### src/rtl/swdv_pkg.sv
// Constants shared by the switch, differential output and virtual input logic
package swdv_pkg;

  // ---------------------------------------------------------------
  // Timing
  // ---------------------------------------------------------------
  localparam int unsigned CLK_PERIOD_PS = 5000;
  localparam int unsigned MS_TIME_PS    = 1000000000;
  localparam int unsigned CYC_PER_MS    = MS_TIME_PS / CLK_PERIOD_PS;
  localparam int unsigned DSEC_TIME_MS  = 100;
  localparam logic [6:0]  MS_PER_DSEC   = 7'(DSEC_TIME_MS);

  // ---------------------------------------------------------------
  // Register offsets
  // ---------------------------------------------------------------
  localparam logic [7:0] OFF_SW_CFG  = 8'h00;
  localparam logic [7:0] OFF_SW_TIME = 8'h04;
  localparam logic [7:0] OFF_DMODE   = 8'h08;
  localparam logic [7:0] OFF_DA_CFG  = 8'h0C;
  localparam logic [7:0] OFF_DB_CFG  = 8'h10;
  localparam logic [7:0] OFF_VIN_CFG = 8'h14;
  localparam logic [7:0] OFF_STATUS  = 8'h18;

  // ---------------------------------------------------------------
  // Field positions
  // ---------------------------------------------------------------
  localparam int unsigned POS_FUNC   = 0;
  localparam int unsigned POS_INV    = 8;
  localparam int unsigned POS_RTIME  = 0;
  localparam int unsigned POS_RDUR   = 8;
  localparam int unsigned POS_MON    = 16;
  localparam int unsigned POS_DSRC   = 0;
  localparam int unsigned POS_DINV   = 8;
  localparam int unsigned POS_DDLY   = 16;
  localparam int unsigned POS_VFUNC  = 0;
  localparam int unsigned POS_VSRC   = 8;
  localparam int unsigned POS_VINV   = 16;
  localparam int unsigned POS_VSHOT  = 17;
  localparam int unsigned POS_VDEAD  = 24;

  // ---------------------------------------------------------------
  // Codes and reset values
  // ---------------------------------------------------------------
  localparam logic [7:0] CODE_CONST_OFF = 8'h80;
  localparam logic [7:0] DMODE_NONE     = 8'hFF;
  localparam logic [7:0] DMODE_AB       = 8'h00;
  localparam logic [7:0] DMODE_IO       = 8'h08;
  localparam logic [7:0] RST_SW_FUNC    = 8'h09;
  localparam logic [7:0] RST_RTIME      = 8'h0A;
  localparam logic [7:0] RST_RDUR       = 8'h1E;
  localparam logic [7:0] RST_MON        = 8'h0A;
  localparam logic [7:0] RST_DMODE      = DMODE_AB;
  localparam logic [7:0] RST_DSRC       = CODE_CONST_OFF;
  localparam logic [7:0] RST_DDLY       = 8'h00;
  localparam logic [7:0] RST_VFUNC      = 8'h00;
  localparam logic [7:0] RST_VSRC       = CODE_CONST_OFF;
  localparam logic [7:0] RST_VDEAD      = 8'h00;

  // ---------------------------------------------------------------
  // Interlock states
  // ---------------------------------------------------------------
  typedef enum logic [1:0] {
    SWDV_LOCKED = 2'b00,
    SWDV_OPEN   = 2'b01
  } swdv_ilk_e;

endpackage

### src/rtl/swdv_top.sv
// Front switch interlock, differential outputs and virtual input zero
//
// Register access over APB and the register addresses were left to the implementer.
`timescale 1ns/1ps
module swdv_top #(
  parameter int unsigned CYC_PER_MS = swdv_pkg::CYC_PER_MS
) (
  input  wire logic         clk,
  input  wire logic         rst,
  input  wire logic         psel,
  input  wire logic         penable,
  input  wire logic         pwrite,
  input  wire logic [7:0]   paddr,
  input  wire logic [31:0]  pwdata,
  output logic [31:0]       prdata,
  output logic              pready,
  output logic              pslverr,
  input  wire logic         extended_switch_input,
  input  wire logic [255:0] status_signals,
  input  wire logic         phase_a,
  input  wire logic         phase_b,
  output logic [7:0]        switch_func_code,
  output logic              switch_func_level,
  output logic              monitor_led,
  output logic              diff_output_a,
  output logic              diff_output_b,
  output logic              diff_output_en,
  output logic [7:0]        virtual_input_zero_code,
  output logic              virtual_input_zero
);
  import swdv_pkg::*;

  // ---------------------------------------------------------------
  // Configuration registers
  // ---------------------------------------------------------------
  logic [7:0] sw_func;
  logic       sw_inv;
  logic [7:0] rel_time;
  logic [7:0] rel_dur;
  logic [7:0] mon_time;
  logic [7:0] dmode;
  logic [7:0] a_src;
  logic       a_inv;
  logic [7:0] a_dly;
  logic [7:0] b_src;
  logic       b_inv;
  logic [7:0] b_dly;
  logic [7:0] v_func;
  logic [7:0] v_src;
  logic       v_inv;
  logic       v_shot;
  logic [7:0] v_dead;

  // ---------------------------------------------------------------
  // APB decode
  // ---------------------------------------------------------------
  wire sel_sw   = (paddr == OFF_SW_CFG);
  wire sel_swt  = (paddr == OFF_SW_TIME);
  wire sel_dm   = (paddr == OFF_DMODE);
  wire sel_da   = (paddr == OFF_DA_CFG);
  wire sel_db   = (paddr == OFF_DB_CFG);
  wire sel_vin  = (paddr == OFF_VIN_CFG);
  wire sel_st   = (paddr == OFF_STATUS);
  wire hit      = sel_sw | sel_swt | sel_dm | sel_da | sel_db | sel_vin | sel_st;
  wire wr_en    = psel & penable & pwrite & hit;
  wire setup_rd = psel & ~penable & ~pwrite;

  // Zero wait states: read data is captured in the setup cycle
  assign pready  = 1'b1;
  assign pslverr = psel & penable & ~hit;

  // ---------------------------------------------------------------
  // Register writes
  // ---------------------------------------------------------------
  always_ff @(posedge clk) begin
    if (rst) begin
      sw_func  <= RST_SW_FUNC;
      sw_inv   <= 1'b0;
      rel_time <= RST_RTIME;
      rel_dur  <= RST_RDUR;
      mon_time <= RST_MON;
    end else if (wr_en && sel_sw) begin
      sw_func  <= pwdata[POS_FUNC +: 8];
      sw_inv   <= pwdata[POS_INV];
    end else if (wr_en && sel_swt) begin
      rel_time <= pwdata[POS_RTIME +: 8];
      rel_dur  <= pwdata[POS_RDUR +: 8];
      mon_time <= pwdata[POS_MON +: 8];
    end
  end

  always_ff @(posedge clk) begin
    if (rst) begin
      dmode <= RST_DMODE;
      a_src <= RST_DSRC;
      a_inv <= 1'b0;
      a_dly <= RST_DDLY;
      b_src <= RST_DSRC;
      b_inv <= 1'b0;
      b_dly <= RST_DDLY;
    end else if (wr_en && sel_dm) begin
      dmode <= pwdata[7:0];
    end else if (wr_en && sel_da) begin
      a_src <= pwdata[POS_DSRC +: 8];
      a_inv <= pwdata[POS_DINV];
      a_dly <= pwdata[POS_DDLY +: 8];
    end else if (wr_en && sel_db) begin
      b_src <= pwdata[POS_DSRC +: 8];
      b_inv <= pwdata[POS_DINV];
      b_dly <= pwdata[POS_DDLY +: 8];
    end
  end

  always_ff @(posedge clk) begin
    if (rst) begin
      v_func <= RST_VFUNC;
      v_src  <= RST_VSRC;
      v_inv  <= 1'b0;
      v_shot <= 1'b0;
      v_dead <= RST_VDEAD;
    end else if (wr_en && sel_vin) begin
      v_func <= pwdata[POS_VFUNC +: 8];
      v_src  <= pwdata[POS_VSRC +: 8];
      v_inv  <= pwdata[POS_VINV];
      v_shot <= pwdata[POS_VSHOT];
      v_dead <= pwdata[POS_VDEAD +: 8];
    end
  end

  // ---------------------------------------------------------------
  // Time base: 1 ms and 0.1 s ticks
  // ---------------------------------------------------------------
  logic [17:0] ms_cnt;
  logic [6:0]  ds_cnt;
  wire         ms_tick = (ms_cnt == 18'(CYC_PER_MS - 1));
  wire         ds_tick = ms_tick && (ds_cnt == MS_PER_DSEC - 7'h01);

  always_ff @(posedge clk) begin
    if (rst || ms_tick) begin
      ms_cnt <= 18'h00000;
    end else begin
      ms_cnt <= ms_cnt + 18'h00001;
    end
  end

  always_ff @(posedge clk) begin
    if (rst || ds_tick) begin
      ds_cnt <= 7'h00;
    end else if (ms_tick) begin
      ds_cnt <= ds_cnt + 7'h01;
    end
  end

  // ---------------------------------------------------------------
  // Switch input synchroniser
  // ---------------------------------------------------------------
  logic sw_q1;
  logic sw_q2;
  logic sw_q3;
  logic pressed;

  // A level change counts only once the last two stages agree
  always_ff @(posedge clk) begin
    if (rst) begin
      sw_q1   <= 1'b0;
      sw_q2   <= 1'b0;
      sw_q3   <= 1'b0;
      pressed <= 1'b0;
    end else begin
      sw_q1 <= extended_switch_input;
      sw_q2 <= sw_q1;
      sw_q3 <= sw_q2;
      if (sw_q2 == sw_q3) begin
        pressed <= sw_q3;
      end
    end
  end

  // ---------------------------------------------------------------
  // Interlock
  // ---------------------------------------------------------------
  swdv_ilk_e ilk;
  swdv_ilk_e next_ilk;
  logic      hold_done;
  logic      win_done;
  wire       ilk_off  = (rel_time == 8'h00);
  wire       is_open  = (ilk == SWDV_OPEN);

  swdv_timer u_hold (
    .clk   (clk),
    .rst   (rst),
    .tick  (ds_tick),
    .run   (~is_open & pressed),
    .limit (rel_time),
    .done  (hold_done)
  );

  // Window timer stops running while the interlock is disabled
  swdv_timer u_win (
    .clk   (clk),
    .rst   (rst),
    .tick  (ds_tick),
    .run   (is_open & ~ilk_off),
    .limit (rel_dur),
    .done  (win_done)
  );

  always_comb begin
    next_ilk = ilk;
    case (ilk)
      SWDV_LOCKED: begin
        if (ilk_off || hold_done) begin
          next_ilk = SWDV_OPEN;
        end
      end
      SWDV_OPEN: begin
        if (win_done) begin
          next_ilk = SWDV_LOCKED;
        end
      end
      default: begin
        next_ilk = SWDV_LOCKED;
      end
    endcase
  end

  always_ff @(posedge clk) begin
    if (rst) begin
      ilk <= SWDV_LOCKED;
    end else begin
      ilk <= next_ilk;
    end
  end

  // ---------------------------------------------------------------
  // Switch function and monitor LED
  // ---------------------------------------------------------------
  wire  sw_act = pressed & is_open;
  logic sw_act_d;
  logic led_on;
  logic led_done;

  swdv_timer u_led (
    .clk   (clk),
    .rst   (rst),
    .tick  (ds_tick),
    .run   (led_on),
    .limit (mon_time),
    .done  (led_done)
  );

  // A new press while lit keeps the LED on but does not restart its time
  always_ff @(posedge clk) begin
    if (rst) begin
      sw_act_d <= 1'b0;
      led_on   <= 1'b0;
    end else begin
      sw_act_d <= sw_act;
      if (sw_act && !sw_act_d) begin
        led_on <= 1'b1;
      end else if (led_done) begin
        led_on <= 1'b0;
      end
    end
  end

  always_ff @(posedge clk) begin
    if (rst) begin
      switch_func_code  <= RST_SW_FUNC;
      switch_func_level <= 1'b0;
      monitor_led       <= 1'b0;
    end else begin
      switch_func_code  <= sw_func;
      switch_func_level <= sw_act ^ sw_inv;
      monitor_led       <= led_on & ~led_done;
    end
  end

  // ---------------------------------------------------------------
  // Differential outputs
  // ---------------------------------------------------------------
  wire  a_raw = (a_src == CODE_CONST_OFF) ? 1'b0 : status_signals[a_src];
  wire  b_raw = (b_src == CODE_CONST_OFF) ? 1'b0 : status_signals[b_src];
  wire  a_sig = a_raw ^ a_inv;
  wire  b_sig = b_raw ^ b_inv;
  logic a_hold;
  logic b_hold;
  logic a_done;
  logic b_done;

  swdv_timer u_adly (
    .clk   (clk),
    .rst   (rst),
    .tick  (ms_tick),
    .run   (a_hold & ~a_sig),
    .limit (a_dly),
    .done  (a_done)
  );

  swdv_timer u_bdly (
    .clk   (clk),
    .rst   (rst),
    .tick  (ms_tick),
    .run   (b_hold & ~b_sig),
    .limit (b_dly),
    .done  (b_done)
  );

  always_ff @(posedge clk) begin
    if (rst) begin
      a_hold <= 1'b0;
      b_hold <= 1'b0;
    end else begin
      a_hold <= a_sig | (a_hold & ~a_done);
      b_hold <= b_sig | (b_hold & ~b_done);
    end
  end

  wire a_eff   = a_sig | (a_hold & ~a_done);
  wire b_eff   = b_sig | (b_hold & ~b_done);
  wire mode_io = (dmode == DMODE_IO);
  wire mode_ab = (dmode == DMODE_AB);

  // Unlisted mode codes are treated like the no-output code
  always_ff @(posedge clk) begin
    if (rst) begin
      diff_output_a  <= 1'b0;
      diff_output_b  <= 1'b0;
      diff_output_en <= 1'b0;
    end else begin
      diff_output_a  <= mode_io ? a_eff : (mode_ab & phase_a);
      diff_output_b  <= mode_io ? b_eff : (mode_ab & phase_b);
      diff_output_en <= mode_io | mode_ab;
    end
  end

  // ---------------------------------------------------------------
  // Virtual input zero
  // ---------------------------------------------------------------
  wire  v_raw = (v_src == CODE_CONST_OFF) ? 1'b0 : status_signals[v_src];
  wire  v_sig = v_raw ^ v_inv;
  logic v_act;
  logic v_act_d;

  // Timer clears as soon as the trigger drops, so the input falls at once
  swdv_timer u_dead (
    .clk   (clk),
    .rst   (rst),
    .tick  (ms_tick),
    .run   (v_sig),
    .limit (v_dead),
    .done  (v_act)
  );

  always_ff @(posedge clk) begin
    if (rst) begin
      v_act_d                 <= 1'b0;
      virtual_input_zero      <= 1'b0;
      virtual_input_zero_code <= RST_VFUNC;
    end else begin
      v_act_d                 <= v_act;
      virtual_input_zero      <= v_shot ? (v_act & ~v_act_d) : v_act;
      virtual_input_zero_code <= v_func;
    end
  end

  // ---------------------------------------------------------------
  // Read back
  // ---------------------------------------------------------------
  wire [31:0] rd_sw  = {23'h0, sw_inv, sw_func};
  wire [31:0] rd_swt = {8'h00, mon_time, rel_dur, rel_time};
  wire [31:0] rd_dm  = {24'h000000, dmode};
  wire [31:0] rd_da  = {8'h00, a_dly, 7'h00, a_inv, a_src};
  wire [31:0] rd_db  = {8'h00, b_dly, 7'h00, b_inv, b_src};
  wire [31:0] rd_vin = {v_dead, 6'h00, v_shot, v_inv, v_src, v_func};
  wire [31:0] rd_st  = {26'h0000000, virtual_input_zero, diff_output_b, diff_output_a,
                        monitor_led, is_open, pressed};
  wire [31:0] rd_mux = sel_sw  ? rd_sw  :
                       sel_swt ? rd_swt :
                       sel_dm  ? rd_dm  :
                       sel_da  ? rd_da  :
                       sel_db  ? rd_db  :
                       sel_vin ? rd_vin :
                       sel_st  ? rd_st  : 32'h00000000;

  always_ff @(posedge clk) begin
    if (rst) begin
      prdata <= 32'h00000000;
    end else if (setup_rd) begin
      prdata <= rd_mux;
    end
  end

endmodule

### src/rtl/swdv_timer.sv
// Tick-based hold timer: counts ticks while run is high
`timescale 1ns/1ps
module swdv_timer (
  input  wire logic       clk,
  input  wire logic       rst,
  input  wire logic       tick,
  input  wire logic       run,
  input  wire logic [7:0] limit,
  output logic            done
);

  logic [7:0] cnt;

  // Count clears whenever run drops, so only an unbroken run reaches the limit
  always_ff @(posedge clk) begin
    if (rst || !run) begin
      cnt <= 8'h00;
    end else if (tick && cnt != 8'hFF) begin
      cnt <= cnt + 8'h01;
    end
  end

  assign done = run && (cnt >= limit);

endmodule

### config.mk
export PLATFORM = sky130hd
export DESIGN_NAME = swdv_top
export DESIGN_NICKNAME = d
export VERILOG_FILES = /design/src/rtl/swdv_pkg.sv /design/src/rtl/swdv_top.sv /design/src/rtl/swdv_timer.sv
export SDC_FILE = /design/constraint.sdc
export NUM_CORES = 1
export LEC_CHECK = 0
export ABC_AREA = 1
export BUFFER_PORTS_ARGS = -buffer_cell sky130_fd_sc_hd__buf_2
export CAP_MARGIN = 30
export CORE_MARGIN = 2
export CORE_UTILIZATION = 27
export DETAILED_ROUTE_END_ITERATION = 16
export PLACE_DENSITY = 0.52
export SKIP_LAST_GASP = 1
export SYNTH_ARGS = -nofsm -noshare
export SYNTH_HDL_FRONTEND = slang
export SYNTH_HIERARCHICAL = 1
export SYNTH_SLANG_ARGS = --single-unit
### constraint.sdc
create_clock -name clk -period 4.9 [get_ports clk]
set_input_delay 0.245 -clock clk [delete_from_list [all_inputs] [get_ports clk]]
set_output_delay 0.245 -clock clk [all_outputs]
set_load 0.005 [all_outputs]
Word level (Yosys, flattened, before mapping)
Index checks and enable logic that the tools add are counted.

Memories kept: 0. Output and inout port bits: 56. Word-level logic and storage cells: 196. Register bits after elaboration: 239. ROM bits: 0. Bits in latches: 0. RAM bits: 0.

Shifts and indexed selects: 0. Add/subtract/negate cells: 8. Equality and inequality tests: 22. Muxes and demuxes: 24. Div/mod/pow operators: 0. Reduce and logical (&&, ||, !) cells: 45. Bitwise gates (word level): 44. Magnitude comparators: 9. Multipliers: 0.

Operators with widths (number): 32-bit 2-to-1 mux (6); 8-bit by 1-bit adder with 8-bit output (second input constant) (6); 8-bit greater-or-equal comparator (6); 8-bit != test (second input constant) (6); 8-bit by 9-bit less-than comparator with 1-bit output (second input constant) (3); 1-bit binary-select mux with 8-bit select (3); 8-bit by 4-bit == test with 1-bit output (second input constant) (3); 8-bit by 5-bit == test with 1-bit output (second input constant) (3); 8-bit == test (second input constant) (3); 8-bit logical NOT (3); 1-bit logical AND (20); 18-bit by 1-bit adder with 18-bit output (second input constant) (1); 18-bit == test (second input constant) (1); 1-bit bitwise AND (17); 1-bit inverter (14); 1-bit 2-to-1 mux (11); 1-bit logical OR (9); 1-bit bitwise OR (9); 8-bit by 3-bit == test with 1-bit output (second input constant) (1); 7-bit by 1-bit adder with 7-bit output (second input constant) (1); 7-bit == test (second input constant) (1); 1-bit logical NOT (7); 6-bit 2-to-1 mux (1); 2-bit AND reduction (3); other kinds (10) (14).

Depth between registers and ports, before layout
Gate-level depths: netlist (run 1).

Word-level depth: 11. Mapped depth: 26. Depth with buffers taken out: 24.

Modules after synthesis
Netlist (run 1), hierarchy kept.

Modules (own cells, without submodules): swdv_top (area each 15874.0 µm², cells each 2760, times used 1, sequential area each 3803.6 µm²); swdv_timer at u_adly ... (area each 664.4 µm², cells each 97, times used 5, sequential area each 160.2 µm²); swdv_timer at u_win (area each 654.4 µm², cells each 96, times used 1, sequential area each 160.2 µm²).

Least setup slack after synthesis (run 1)
OpenSTA, ideal clock, no wires.

Kind: reg-to-reg. From: reg ms_cnt[0]. To: reg u_hold.cnt[4]. Clock period less this slack: 2.462 ns. Arrival: 2.347 ns. Data required time: 4.785 ns. Path slack: 2.438 ns. Cell stages (with the launch flop): 18. Cells stage by stage: dfxtp_1 -> ha_1 -> nand2_1 -> nor2_1 -> inv_1 -> nor2_2 -> inv_1 -> nor2_2 -> inv_1 -> nor2_1 -> nand4_2 -> nor2_1 -> buf_4 -> inv_2 -> nor3b_1 -> nand3_1 -> nand2_1 -> nor2_1.

Word-level cells in the longest chain between the ends: 3.

Ends and longest elaborated chain: start, declared (RTL line swdv_top.sv:133) `logic [17:0] ms_cnt;`; start signal, assigned (RTL line swdv_top.sv:142) `ms_cnt <= ms_cnt + 18'h00001;`; 18-bit == test (RTL line swdv_top.sv:135) `wire ms_tick = (ms_cnt == 18'(CYC_PER_MS - 1));`; 1-bit logical AND (RTL line swdv_top.sv:136) `wire ds_tick = ms_tick && (ds_cnt == MS_PER_DSEC - 7'h01);`; named net ds_tick (RTL line swdv_top.sv:136); 1-bit logical AND (RTL line swdv_timer.sv:18) `end else if (tick && cnt != 8'hFF) begin`; end signal, assigned (RTL line swdv_timer.sv:19) `cnt <= cnt + 8'h01;`; end, declared (RTL line swdv_timer.sv:12) `logic [7:0] cnt;`.

The timed path passes the listed nets, and every way through them passes these cells. A chain may end at the register's enable or synchronous reset.

Worst setup path in the final report (run 1)
From: reg v_src[0]. To: reg virtual_input_zero.

Word-level cells in the longest chain between the ends: 7. Elaborated cells between the ends (all ways): 8.

Ends and longest elaborated chain: start, declared (RTL line swdv_top.sv:49) `logic [7:0] v_src;`; start signal, assigned (RTL line swdv_top.sv:123) `v_src <= pwdata[POS_VSRC +: 8];`; 1-bit binary-select mux with 8-bit select (RTL line swdv_top.sv:340) `wire v_raw = (v_src == CODE_CONST_OFF) ? 1'b0 : status_signals[v_src];`; 1-bit 2-to-1 mux (not written as such) (RTL line swdv_top.sv:340); 1-bit 2-to-1 mux * (RTL line swdv_top.sv:340); 1-bit XOR * (RTL line swdv_top.sv:341) `wire v_sig = v_raw ^ v_inv;`; named net v_sig (RTL line swdv_top.sv:341); 1-bit logical AND * (RTL line swdv_timer.sv:23) `assign done = run && (cnt >= limit);`; named net v_act (RTL line swdv_top.sv:342) `logic v_act;`; 1-bit bitwise AND (RTL line swdv_top.sv:362) `virtual_input_zero <= v_shot ? (v_act & ~v_act_d) : v_act;`; 1-bit 2-to-1 mux * (RTL line swdv_top.sv:362); end signal, assigned (RTL line swdv_top.sv:362); end, declared (RTL line swdv_top.sv:29) `output logic virtual_input_zero`.

The timed path passes the listed nets; every way through them passes the cells marked *. The select of a mux whose other input is x is not followed.

==> qor.yml, run 1 <==
cells_and_area:
  regMostFlops: "prdata"
  reg_top3: "prdata (32), ms_cnt (18)"
  syn_to_final_growth_pct: 17.3
  post_route_cells_drive_above_1_share: 0.154
  largest_reg_flops: 32
  final_cell_area_um2: 23300
  final_nets: 3949
  nFillCells: 8218
worst_setup_path:
  critPathCapture: "virtual_input_zero"
  path_depth: 20
  regToRegSetupSlack_ns: 1.18
  crit_fanout: 112
  endpoint_kind: "flip-flop"
  cp_cell_sequence: "buf_4 -> a21oi_1 -> o21ai_0 -> a21oi_1 -> nor2_1 -> o22ai_1 -> nand2_1 -> nand2_1 -> nand2_1 -> nand2_1 -> nor2_1 -> nand2_1 -> nand2_1 -> nand2_1 -> nand2_1 -> nand2_1 -> inv_1 -> inv_1 -> nor2_1 -> a21boi_0"
  cp.required_ns: 5.41
  path_buf_inv: 3
  worst_ep_arrival_time_ns: 4.23
  reg2reg_to: "virtual_input_zero"
  startpoint: "v_src[0]"
  path_delay_family: "simple AND/OR/NAND/NOR gates"
  slowest_stage: "buf_4"
  start_kind: "flip-flop"
  crit_path_frequent_cell: "nand2_1"
  criticalPathCategory: "reg -> reg"
  worstReg2RegStart: "v_src[0]"
  r2r_cells: 20
  cpPeakStageDelay_ns: 0.88
placed_design:
  dpl-instance-area_um2: 22000
  dp_slack_ns: 1.35
  port_buffers: 358
  routabilityCongestion: 0.945
  hpwl_um: 66200
sta:
  period_share: 0.759
  setup_slack_ns: 1.18
  relSlewSlack: 0.285
  rsz0062_at_grt: "no"
  setup_violations: 0
  fin_crit_ns: 3.72
  worst_pin_slew_ns: 1.07
  fmax_mhz: 269
  hold-worst-slack_ns: 0.0219
  clock_skew_ns: 0.0352
  finalHoldViolCount: 0
  slew_viol_final: 0
  tns_ns: 0
floorplanning:
  coreArea_um2: 72800
  start_util: 0.273
  die_area_um2: 75700
  fp.dieH_um: 275
  ios: 360
  die_width_um: 275
  rows: 99
synth:
  synth_fa_ha_area_frac: 0.0353
  synth_cell_type_count: 57
  synth_xor_area_frac: 0.00176
  synth_edf_count: 0
  synthTopCellsByCount: "835 x nand2_1, 413 x inv_1, 399 x nand3_1, 303 x nor2_1, 282 x a21oi_1"
  synth_compound_area_frac: 0.206
  postSynthCellCount: 3341
  synthesis.nets: 3701
  synthMuxAreaShare: 0
  synth_warnings: 6
  synth_area_um2: 19900
  synthSimpleGateAreaFrac: 0.372
  seq_area_frac_synth: 0.240
  synth_async_sr_flop_share: 0
  yosysMostFrequentCell: "nand2_1"
  synth.avg_cell_area_um2: 5.94
  synth_top_area_cell: "dfxtp_1"
  ys_top_cells_by_area: "dfxtp_1 24%, nand2_1 16%, nand3_1 10%"
  synth_top_family_by_area: "simple AND/OR/NAND/NOR gates"
  synth-main-ff-cell: "dfxtp_1"
  synth_seq_cells: 238
  synth_top_area_frac: 0.240
route:
  drt_first_pass_iters: 6
  ant_nets: 0
  wl_per_cell_um: 20.0
  wl_um: 91400
  viasPerCell: 5.14
  vias: 23514
  drt_iter0_markers: 2324
  drcViolationCount: 0
grt:
  grt.overflow.total: 0
  grt_max_degree: 152
  grt_pass1_vias: 21583
  grt_antenna_before_repair: 15
  grt_pass1_wl_um: 136000
  grt_use_total: 0.234
power_and_ir_drop:
  p_total_uw: 4660
  p_per_area_nw_per_um2: 200
  p_leak_uw: 0.0104
  ir_drop_uv: 229
job:
  maxCapViolCount: 0
cts:
  clkLatencyLatePin_ns: 0.59
  clkSinkCount: 238
  clkTransAtPathRegs_ns: 0.06
  cts_tree: "built"
  cts-buffers-inserted: 28
  clk_path_buf_depth: 3
  cts_setup_buffers: 0
  htreeDepth: 1
  cts.root.buffer_cell: "clkbuf_16"
min_path:
  hp-class: "in -> reg"
run_status:
  status: "finished, final reports clean"
[stage by stage]
step            util  cells
2_1_floorplan      -   3341
3_3_place_gp   0.302   4492
3_5_place_dp   0.302   4492
4_1_cts        0.319   4567
5_1_grt        0.320   4574
6_report       0.320   4574
[worst min path at each step]
stage,start,to,depth (start not counted)
6_report,pwdata[13],v_src[5],3
5_1_grt,pwdata[13],v_src[5],3
4_1_cts,pwdata[4],dmode[4],3
3_5_place_dp,v_act_d,virtual_input_zero,1
3_3_place_gp,v_act_d,virtual_input_zero,1
2_1_floorplan,extended_switch_input,sw_q1,2
[cells by family after synthesis]
| family | after synthesis |
|---|---|
| buffers and inverters | 650 |
| AOI/OAI and AO/OA | 709 |
| xor gates and xnor gates | 4 |
| and+or+nand+nor | 1683 |
| DFF | 238 |
| other | 1 |
| adders and majority gates | 56 |
[where the power goes]
| group | internal, µW | switching (µW) |
|---|---|---|
| Combinational | 191 | 327 |
| Sequential | 1940 | 4.77 |
| Clock | 1330 | 878 |
| Total | 3450 | 1210 |
[per-layer routing]
layer,routed length (µm),track usage
met4,3830,0.0963
met5,84,0
met1,39400,0.311
met2,40000,0.368
met3,8100,0.0484
[what timing repair did]
item	4_1_cts	5_1_grt
hold endpoints to repair	37	0
resized for setup	0	0
hold buffers	26	0
[worst reg2reg max path, stage by stage (launching register included)]
cell and delay, ns:
dfxtp_4 0.61, buf_4 0.89, a21oi_1 0.22, o21ai_0 0.12, a21oi_1 0.09, nor2_1 0.12, o22ai_1 0.09, nand2_1 0.10
nand2_1 0.08, nand2_1 0.06, nand2_1 0.05, nor2_1 0.24, nand2_1 0.15, nand2_1 0.08, nand2_1 0.04, nand2_1 0.25
nand2_1 0.11, inv_1 0.06, inv_1 0.03, nor2_1 0.10, a21boi_0 0.18
[cell type report]
type / count / area (µm²) / share of cell area
well taps: 959 / 1200 / 0.0515
multi-input cells: 2453 / 12200 / 0.525
inverters: 443 / 1670 / 0.0716
repair buffers: 425 / 2420 / 0.104
flip-flops and latches: 238 / 4780 / 0.205
diodes: 7 / 17.5 / 0.000752
clock buffers: 39 / 822 / 0.0353
clock inverters: 10 / 154 / 0.00661
[cell usage in the layout, fill, tap and decap left out, types with 13 or more instances in the layout]
cell type and count:
nand2_1 835, inv_1 412, nand3_1 399, buf_2 357, nor2_1 303, a21oi_1 282, dfxtp_1 230, o21ai_0 223
o211ai_1 70, ha_1 56, a211oi_1 51, buf_4 37, nor3_1 33, clkbuf_16 28, inv_2 26, dlygate4sd3_1 26
nand4_1 19, a211oi_2 15, o21ai_1 14, o22ai_1 14, nor2_4 13
(Power assumes the default switching activity.)
==> run 2: changes to the inputs <==
--- a/config.mk
+++ b/config.mk
@@ -11,7 +11,7 @@
 export CORE_MARGIN = 2
 export CORE_UTILIZATION = 27
 export DETAILED_ROUTE_END_ITERATION = 16
-export PLACE_DENSITY = 0.52
+export PLACE_DENSITY = 0.53
 export SKIP_LAST_GASP = 1
 export SYNTH_ARGS = -nofsm -noshare
 export SYNTH_HDL_FRONTEND = slang
==> constraint.sdc (replaced) <==
create_clock -name clk -period 3.4 [get_ports clk]
set_input_delay 0.17 -clock clk [delete_from_list [all_inputs] [get_ports clk]]
set_output_delay 0.17 -clock clk [all_outputs]
set_load 0.005 [all_outputs]
==> run 2 against run 1 <==
Wire length shrank 0.30%; worst hold slack better by 0.20 ns; cell count increased by 0.94%; combinational power up 49%; global-route usage is 0.20 points lower; die area unchanged; power rose by 45%; sequential power is 44% higher.
==> qor.yml, run 2 (synthesized netlist as in run 1, its figures left out) <==
grt:
  grt_use_total: 0.232  # -0.00202
  grt_max_degree: 123  # -19%
  grt_pass1_wl_um: 135000  # -0.45%
  grt_pass1_vias: 21710  # +0.59%
  grt_antenna_before_repair: 9  # -6
  grt.overflow.total: 0  # unchanged
sta:
  clock_skew_ns: 0.0133  # -0.0218 ns
  fmax_mhz: 319  # +19%
  tns_ns: 0  # unchanged
  period_share: 0.922  # +0.163
  fin_crit_ns: 3.13  # -0.586 ns
  setup_slack_ns: 0.265  # -0.914 ns
  relSlewSlack: 0.447  # +0.161
  setup_violations: 0  # unchanged
  worst_pin_slew_ns: 0.829  # -0.243 ns
  hold-worst-slack_ns: 0.221  # +0.199 ns
  finalHoldViolCount: 0  # unchanged
  slew_viol_final: 0  # unchanged
  rsz0062_at_grt: "no"
floorplanning:
  die_width_um: 275  # unchanged
  die_area_um2: 75700  # unchanged
  ios: 360  # unchanged
  fp.dieH_um: 275  # unchanged
  start_util: 0.273  # unchanged
  coreArea_um2: 72800  # unchanged
  rows: 99  # unchanged
cells_and_area:
  regMostFlops: "prdata"
  nFillCells: 8166  # -0.63%
  mostFrequentLayoutCell: "nand2_1"
  post_route_cells_drive_above_1_share: 0.162  # +0.00736
  largest_reg_flops: 32  # unchanged
  final_cell_mix: "835 x nand2_1, 412 x inv_1, 399 x nand3_1"
  syn_to_final_growth_pct: 19.6
  final_nets: 3992  # +1.1%
  reg_top3: "prdata (32), ms_cnt (18)"
  final_util: 0.326  # +0.00634
worst_setup_path:
  regToRegSetupSlack_ns: 0.27  # -0.91 ns
  cp.required_ns: 3.85  # -1.56 ns
  start_kind: "flip-flop"
  worst_ep_arrival_time_ns: 3.59  # -0.64 ns
  critPathCapture: "diff_output_b"
  crit_fanout: 19  # -83%
  r2r_cells: 20  # unchanged
  endpoint_kind: "flip-flop"
  startpoint: "b_src[1]"
  criticalPathCategory: "reg -> reg"
  reg2reg_to: "diff_output_b"
  worstReg2RegStart: "b_src[1]"
placed_design:
  hpwl_um: 67900  # +2.5%
  port_buffers: 358  # unchanged
  routabilityCongestion: 0.955  # +1.1%
  dp_slack_ns: 0.412  # -0.941 ns
cts:
  clkTransAtPathRegs_ns: 0.06  # about the same
  clkSinkCount: 238  # unchanged
  clk_path_buf_depth: 3  # unchanged
  cts-buffers-inserted: 28  # unchanged
  clkLatencyLatePin_ns: 0.56  # -0.03 ns
  htreeDepth: 1  # unchanged
  cts_tree: "built"
  cts.root.buffer_cell: "clkbuf_16"
  cts_setup_buffers: 0  # unchanged
route:
  wl_um: 91100  # -0.30%
  drt_first_pass_iters: 9  # +3
  drt_iter0_markers: 2658  # +14%
  vias: 23669  # +0.66%
  ant_nets: 0  # unchanged
  viasPerCell: 5.13  # -0.28%
  wl_per_cell_um: 19.7  # -1.2%
  drcViolationCount: 0  # unchanged
power_and_ir_drop:
  p_total_uw: 6780  # +45%
  cell_internal_pwr_uw: 4980  # +44%
  ir_drop_uv: 337  # +47%
  p_leak_uw: 0.0106  # +2.2%
  power_frac_seq: 0.413  # -0.004
  power_frac_comb: 0.113  # +0.002
  p_per_area_nw_per_um2: 286  # +43%
  power_switching_uw: 1800  # +49%
  swShare: 0.266  # +0.00627
  power_frac_clock: 0.474  # +0.002
run_status:
  status: "finished, final reports clean"
min_path:
  hp-class: "in -> reg"
  min_from: "pwrite"
job:
  maxCapViolCount: 0  # unchanged
run 2: cell count changes in the layout (fill, tap and decap cells not counted), moves of 3 or more:
cell,previous run,this run
buf_12,4,13
buf_4,37,60
clkbuf_8,8,3
clkinvlp_4,0,6
diode_2,7,4
dlygate4sd3_1,26,37
run 2: per-stage QoR:
stage | instances | instance area, µm²
after floorplan | 3341 | 19900
after global routing | 4617 | 23700
final | 4617 | 23700
after detailed placement | 4524 | 22400
after CTS | 4613 | 23700
after global placement | 4524 | 22400
run 2: area by class of cell:
type / instances / area (µm²) / share of cell area
multi-input combinational: 2453 / 12200 / 0.515
sequential: 238 / 4780 / 0.201
timing repair buffer: 468 / 2880 / 0.121
inverter: 443 / 1670 / 0.0702
tap: 959 / 1200 / 0.0505
clock buffer: 36 / 803 / 0.0338
clock inverter: 16 / 181 / 0.00764
antenna: 4 / 10.0 / 0.000421
run 2: worst min path at each step:
stage | end | depth (start not counted)
floorplan | sw_q1 | 2
CTS | prdata[14] | 5
global placement | v_dead[5] | 3
finish | prdata[14] | 5
global route | prdata[11] | 5
detailed placement | sw_q1 | 3
run 2: what timing repair did:
action	4_1_cts	5_1_grt
endpoints found under the setup margin	0	0
hold endpoints to repair	96	0
gates resized for setup	0	0
hold buffers	37	0
run 2: per-layer routing:
metal  up-vias  GRT usage  share of wire
li1      11541          -              -
met1     10799      0.307           0.42
met2      1108      0.371           0.44
met3       211     0.0395          0.088
met4        10     0.0972          0.046
met5         -          0        0.00071
run 2: power groups by stage:
stage | Sequential [µW] | Clock [µW] | Combinational [µW]
3_3_place_gp | 2860 | 0 | 719
3_5_place_dp | 2860 | 0 | 715
2_1_floorplan | 2860 | 0 | 297
5_1_grt | 2800 | 3400 | 831
6_report | 2800 | 3210 | 768
4_1_cts | 2800 | 3290 | 755
run 2: critical path, stage by stage (launching register included):
cell and delay [ns]:
dfxtp_2 0.47, buf_4 0.25, inv_2 0.05, buf_4 0.23, nand3_1 0.12, nand2_1 0.21
nand2_1 0.26, nand3_1 0.10, nand3_1 0.11, nand2_1 0.11, a21oi_1 0.22, nand3_1 0.14
nand4_1 0.12, and3_1 0.20, nand2_1 0.06, inv_1 0.05, inv_1 0.03, nand2_1 0.05
nand3_1 0.10, nand2_1 0.08, nand2_1 0.04
==> run 3: changes to the inputs <==
--- a/config.mk
+++ b/config.mk
@@ -5,13 +5,14 @@
 export SDC_FILE = /design/constraint.sdc
 export NUM_CORES = 1
 export LEC_CHECK = 0
-export ABC_AREA = 1
 export BUFFER_PORTS_ARGS = -buffer_cell sky130_fd_sc_hd__buf_2
 export CAP_MARGIN = 30
+export CELL_PAD_IN_SITES_DETAIL_PLACEMENT = 1
+export CELL_PAD_IN_SITES_GLOBAL_PLACEMENT = 2
 export CORE_MARGIN = 2
 export CORE_UTILIZATION = 27
 export DETAILED_ROUTE_END_ITERATION = 16
-export PLACE_DENSITY = 0.53
+export PLACE_DENSITY = 0.75
 export SKIP_LAST_GASP = 1
 export SYNTH_ARGS = -nofsm -noshare
 export SYNTH_HDL_FRONTEND = slang
==> run 3 against run 2 <==
Worst hold slack got worse by 0.023 ns; the flow now finishes with violations (negative setup slack); cell area is 1.2% higher; critical endpoint is now diff_output_a; first-iteration DRC count shrank 46%; sequential power is essentially flat; die area shrank 10%; synthesized area shrank 11%; wire length shrank 9.4%; sequential cell count unchanged.
==> qor.yml, run 3 <==
power_and_ir_drop:
  p_leak_uw: 0.00894  # -16%
  ir_drop_uv: 368  # +9.2%
  p_per_area_nw_per_um2: 294  # +2.8%
grt:
  grt.overflow.total: 0  # unchanged
  grt_util_met2: 0.402  # +0.0305
  grt_pass1_wl_um: 123000  # -8.7%
  grt_antenna_before_repair: 3  # -6
  grt_pass1_vias: 19369  # -11%
  met1_usage: 0.309  # +0.00207
  grt_use_total: 0.239  # +0.00711
  grt_max_degree: 73  # -41%
  grtUsageMet3: 0.0354  # -0.00419
  top_usage_layer: "met2"
cts:
  htreeDepth: 1  # unchanged
  clkSinkCount: 238  # unchanged
  clkLatencyLatePin_ns: 0.58  # +0.02 ns
  cts_tree: "built"
  clk_path_buf_depth: 3  # unchanged
  clkTransAtPathRegs_ns: 0.06  # about the same
  cts-buffers-inserted: 29  # +3.6%
  cts.root.buffer_cell: "clkbuf_16"
cells_and_area:
  mostFrequentLayoutCell: "buf_2"
  final_cell_mix: "357 x buf_2, 285 x nand2_1, 230 x dfxtp_1"
  final_nets: 2725  # -32%
  regArea_um2: 4780  # about the same
  multi_input_area_um2: 12400  # +1.5%
  final_cell_area_um2: 24000  # +1.2%
  largest_reg_flops: 32  # unchanged
  reg_top3: "prdata (32), ms_cnt (18)"
  layout.cells.non_filler: 3245  # -30%
  post_route_cells_drive_above_1_share: 0.404  # +0.243
  final_util: 0.372  # +0.0455
  regMostFlops: "prdata"
  nFillCells: 7523  # -7.9%
  syn_to_final_growth_pct: 35.4
floorplanning:
  start_util: 0.274  # +0.00175
  coreArea_um2: 64700  # -11%
  fp.dieH_um: 260  # -5.4%
  rows: 93  # -6.1%
  ios: 360  # unchanged
  die_width_um: 260  # -5.4%
  die_area_um2: 67800  # -10%
worst_setup_path:
  worst_ep_arrival_time_ns: 4.24  # +0.65 ns
  r2r_cells: 15  # -25%
  start_kind: "flip-flop"
  crit_fanout: 23  # +4
  endpoint_kind: "flip-flop"
  cp.required_ns: 3.83  # -0.02 ns
  criticalPathCategory: "reg -> reg"
synth:
  yosysMostFrequentCell: "nand2_1"
  synth_top_area_frac: 0.268  # +0.0285
  synthesis.nets: 2179  # -41%
  synth_cell_type_count: 80  # +40%
  synth_async_sr_flop_share: 0  # unchanged
  synth_warnings: 6  # unchanged
  synth_seq_cells: 238  # unchanged
  synth_top_area_cell: "dfxtp_1"
  synthTopCellsByCount: "286 x nand2_1, 238 x dfxtp_1, 184 x mux4_2, 122 x a21oi_1, 100 x nor2_1"
  ys_top_cells_by_area: "dfxtp_1 27%, mux4_2 23%, nand2_1 6.0%"
  seq_area_frac_synth: 0.268  # +0.0285
  synth_edf_count: 0  # unchanged
  synth.avg_cell_area_um2: 9.76  # +64%
  synth-main-ff-cell: "dfxtp_1"
  postSynthCellCount: 1819  # -46%
  synth_area_um2: 17700  # -11%
sta:
  tns_ns: -2.00  # -2.00 ns
  period_share: 1.12  # +0.196
  setup_violations: 16  # +16
  fin_crit_ns: 3.80  # +0.666 ns
  fmax_mhz: 263  # -18%
  worst_pin_slew_ns: 0.937  # +0.108 ns
  slew_viol_final: 0  # unchanged
  relSlewSlack: 0.374  # -0.0730
  rsz0062_at_grt: "yes"
  setup_slack_ns: -0.401  # -0.666 ns
  clock_skew_ns: 0.0132  # -0.000155 ns
  finalHoldViolCount: 0  # unchanged
placed_design:
  dpl-instance-area_um2: 21900  # -2.2%
  port_buffers: 358  # unchanged
  hpwl_um: 66100  # -2.6%
  place_inst: 3127  # -31%
  routabilityCongestion: 0.984  # +3.0%
route:
  drt_first_pass_iters: 5  # -4
  wl_um: 82600  # -9.4%
  vias: 18268  # -23%
  drcViolationCount: 0  # unchanged
  viasPerCell: 5.63  # +9.8%
  drt_iter0_markers: 1439  # -46%
  wl_per_cell_um: 25.4  # +29%
  ant_nets: 0  # unchanged
job:
  maxCapViolCount: 0  # unchanged
run_status:
  status: "finished with violations"
  failed_checks: "negative setup slack"
min_path:
  hp-class: "in -> reg"
  hold_depth: 2  # -3
## run 3: changes by cell type in the layout (fill, tap and decap cells not counted), sizes merged, moves of 186 or more
cell / change
o21ai: -210
nor2: -227
nand2: -561
buf: +186
nand3: -365
inv: -381
mux4: +197
## run 3: stage by stage
| stage | total power [µW] | hold WS (ns) | setup slack (ns) |
|---|---|---|---|
| after floorplan | 3190 | 0.250 | 0.00636 |
| after global placement | 3710 | 0.401 | -0.667 |
| after detailed placement | 3730 | 0.411 | -0.704 |
| after CTS | 7110 | 0.185 | -0.344 |
| after global routing | 7280 | 0.230 | -0.515 |
| final | 7050 | 0.198 | -0.401 |
## run 3: worst max-delay path, cell delays in order (launching register included)
cell and delay, ns:
dfxtp_4 0.42, buf_12 0.14, buf_4 0.14, buf_12 0.21, mux4_1 0.65, a22oi_1 0.28, and4_4 0.27, nor4_2 0.06
a32oi_4 0.28, xor2_2 0.19, and2_4 0.17, nand4_1 0.07, or3_4 0.37, o22ai_2 0.15, or2b_1 0.14, a311oi_1 0.09
## run 3: repair_timing
item	4_1_cts	5_1_grt
hold buffers	35	0
setup buffers	22	6
hold endpoints to repair	99	0
endpoints found under the setup margin	30	30
gates resized for setup	54	42
gates cloned	3	1
pin swaps	30	18
## run 3: worst paths after layout
path / start / end / slack (ns)
max: a_src[0] / diff_output_a / -0.40
min: rst / sw_func[6] / 0.20
max reg2reg: a_src[0] / diff_output_a / -0.40
min reg2reg: v_act_d / virtual_input_zero / 0.42
## run 3: final cells by class
| cell class | instances | share of cell area |
|---|---|---|
| clock buffers | 44 | 0.0363 |
| diodes | 3 | 0.000312 |
| repair buffers | 653 | 0.188 |
| flip-flops and latches | 238 | 0.199 |
| inverters | 58 | 0.00906 |
| multi-input cells | 1385 | 0.516 |
| well taps | 855 | 0.0445 |
| clock inverters | 9 | 0.00599 |
## run 3: cell families (layout without fill, tap and decap cells)
logic type / Yosys count / count (layout) / share of synthesized area
muxes: 280 / 280 / 0.300
buffers and inverters: 196 / 764 / 0.0575
adders and majority gates: 56 / 56 / 0.0395
xor gates and xnor gates: 25 / 25 / 0.0123
other: 1 / 4 / 0.000211
AOI/OAI and AO/OA: 362 / 362 / 0.142
and+or+nand+nor: 661 / 661 / 0.179
DFF: 238 / 238 / 0.268
## run 3: where the power goes
group | switching (µW) | internal, µW | total (µW)
sequential | 12.9 | 2800 | 2820
combinational | 472 | 448 | 921
clock | 1320 | 2000 | 3320
## run 3: routing by layer
| metal | wire length [µm] | vias to the layer above |
|---|---|---|
| met5 | 0 | - |
| li1 | - | 8086 |
| met3 | 4770 | 198 |
| met2 | 39600 | 734 |
| met1 | 34600 | 9250 |
| met4 | 3610 | 0 |
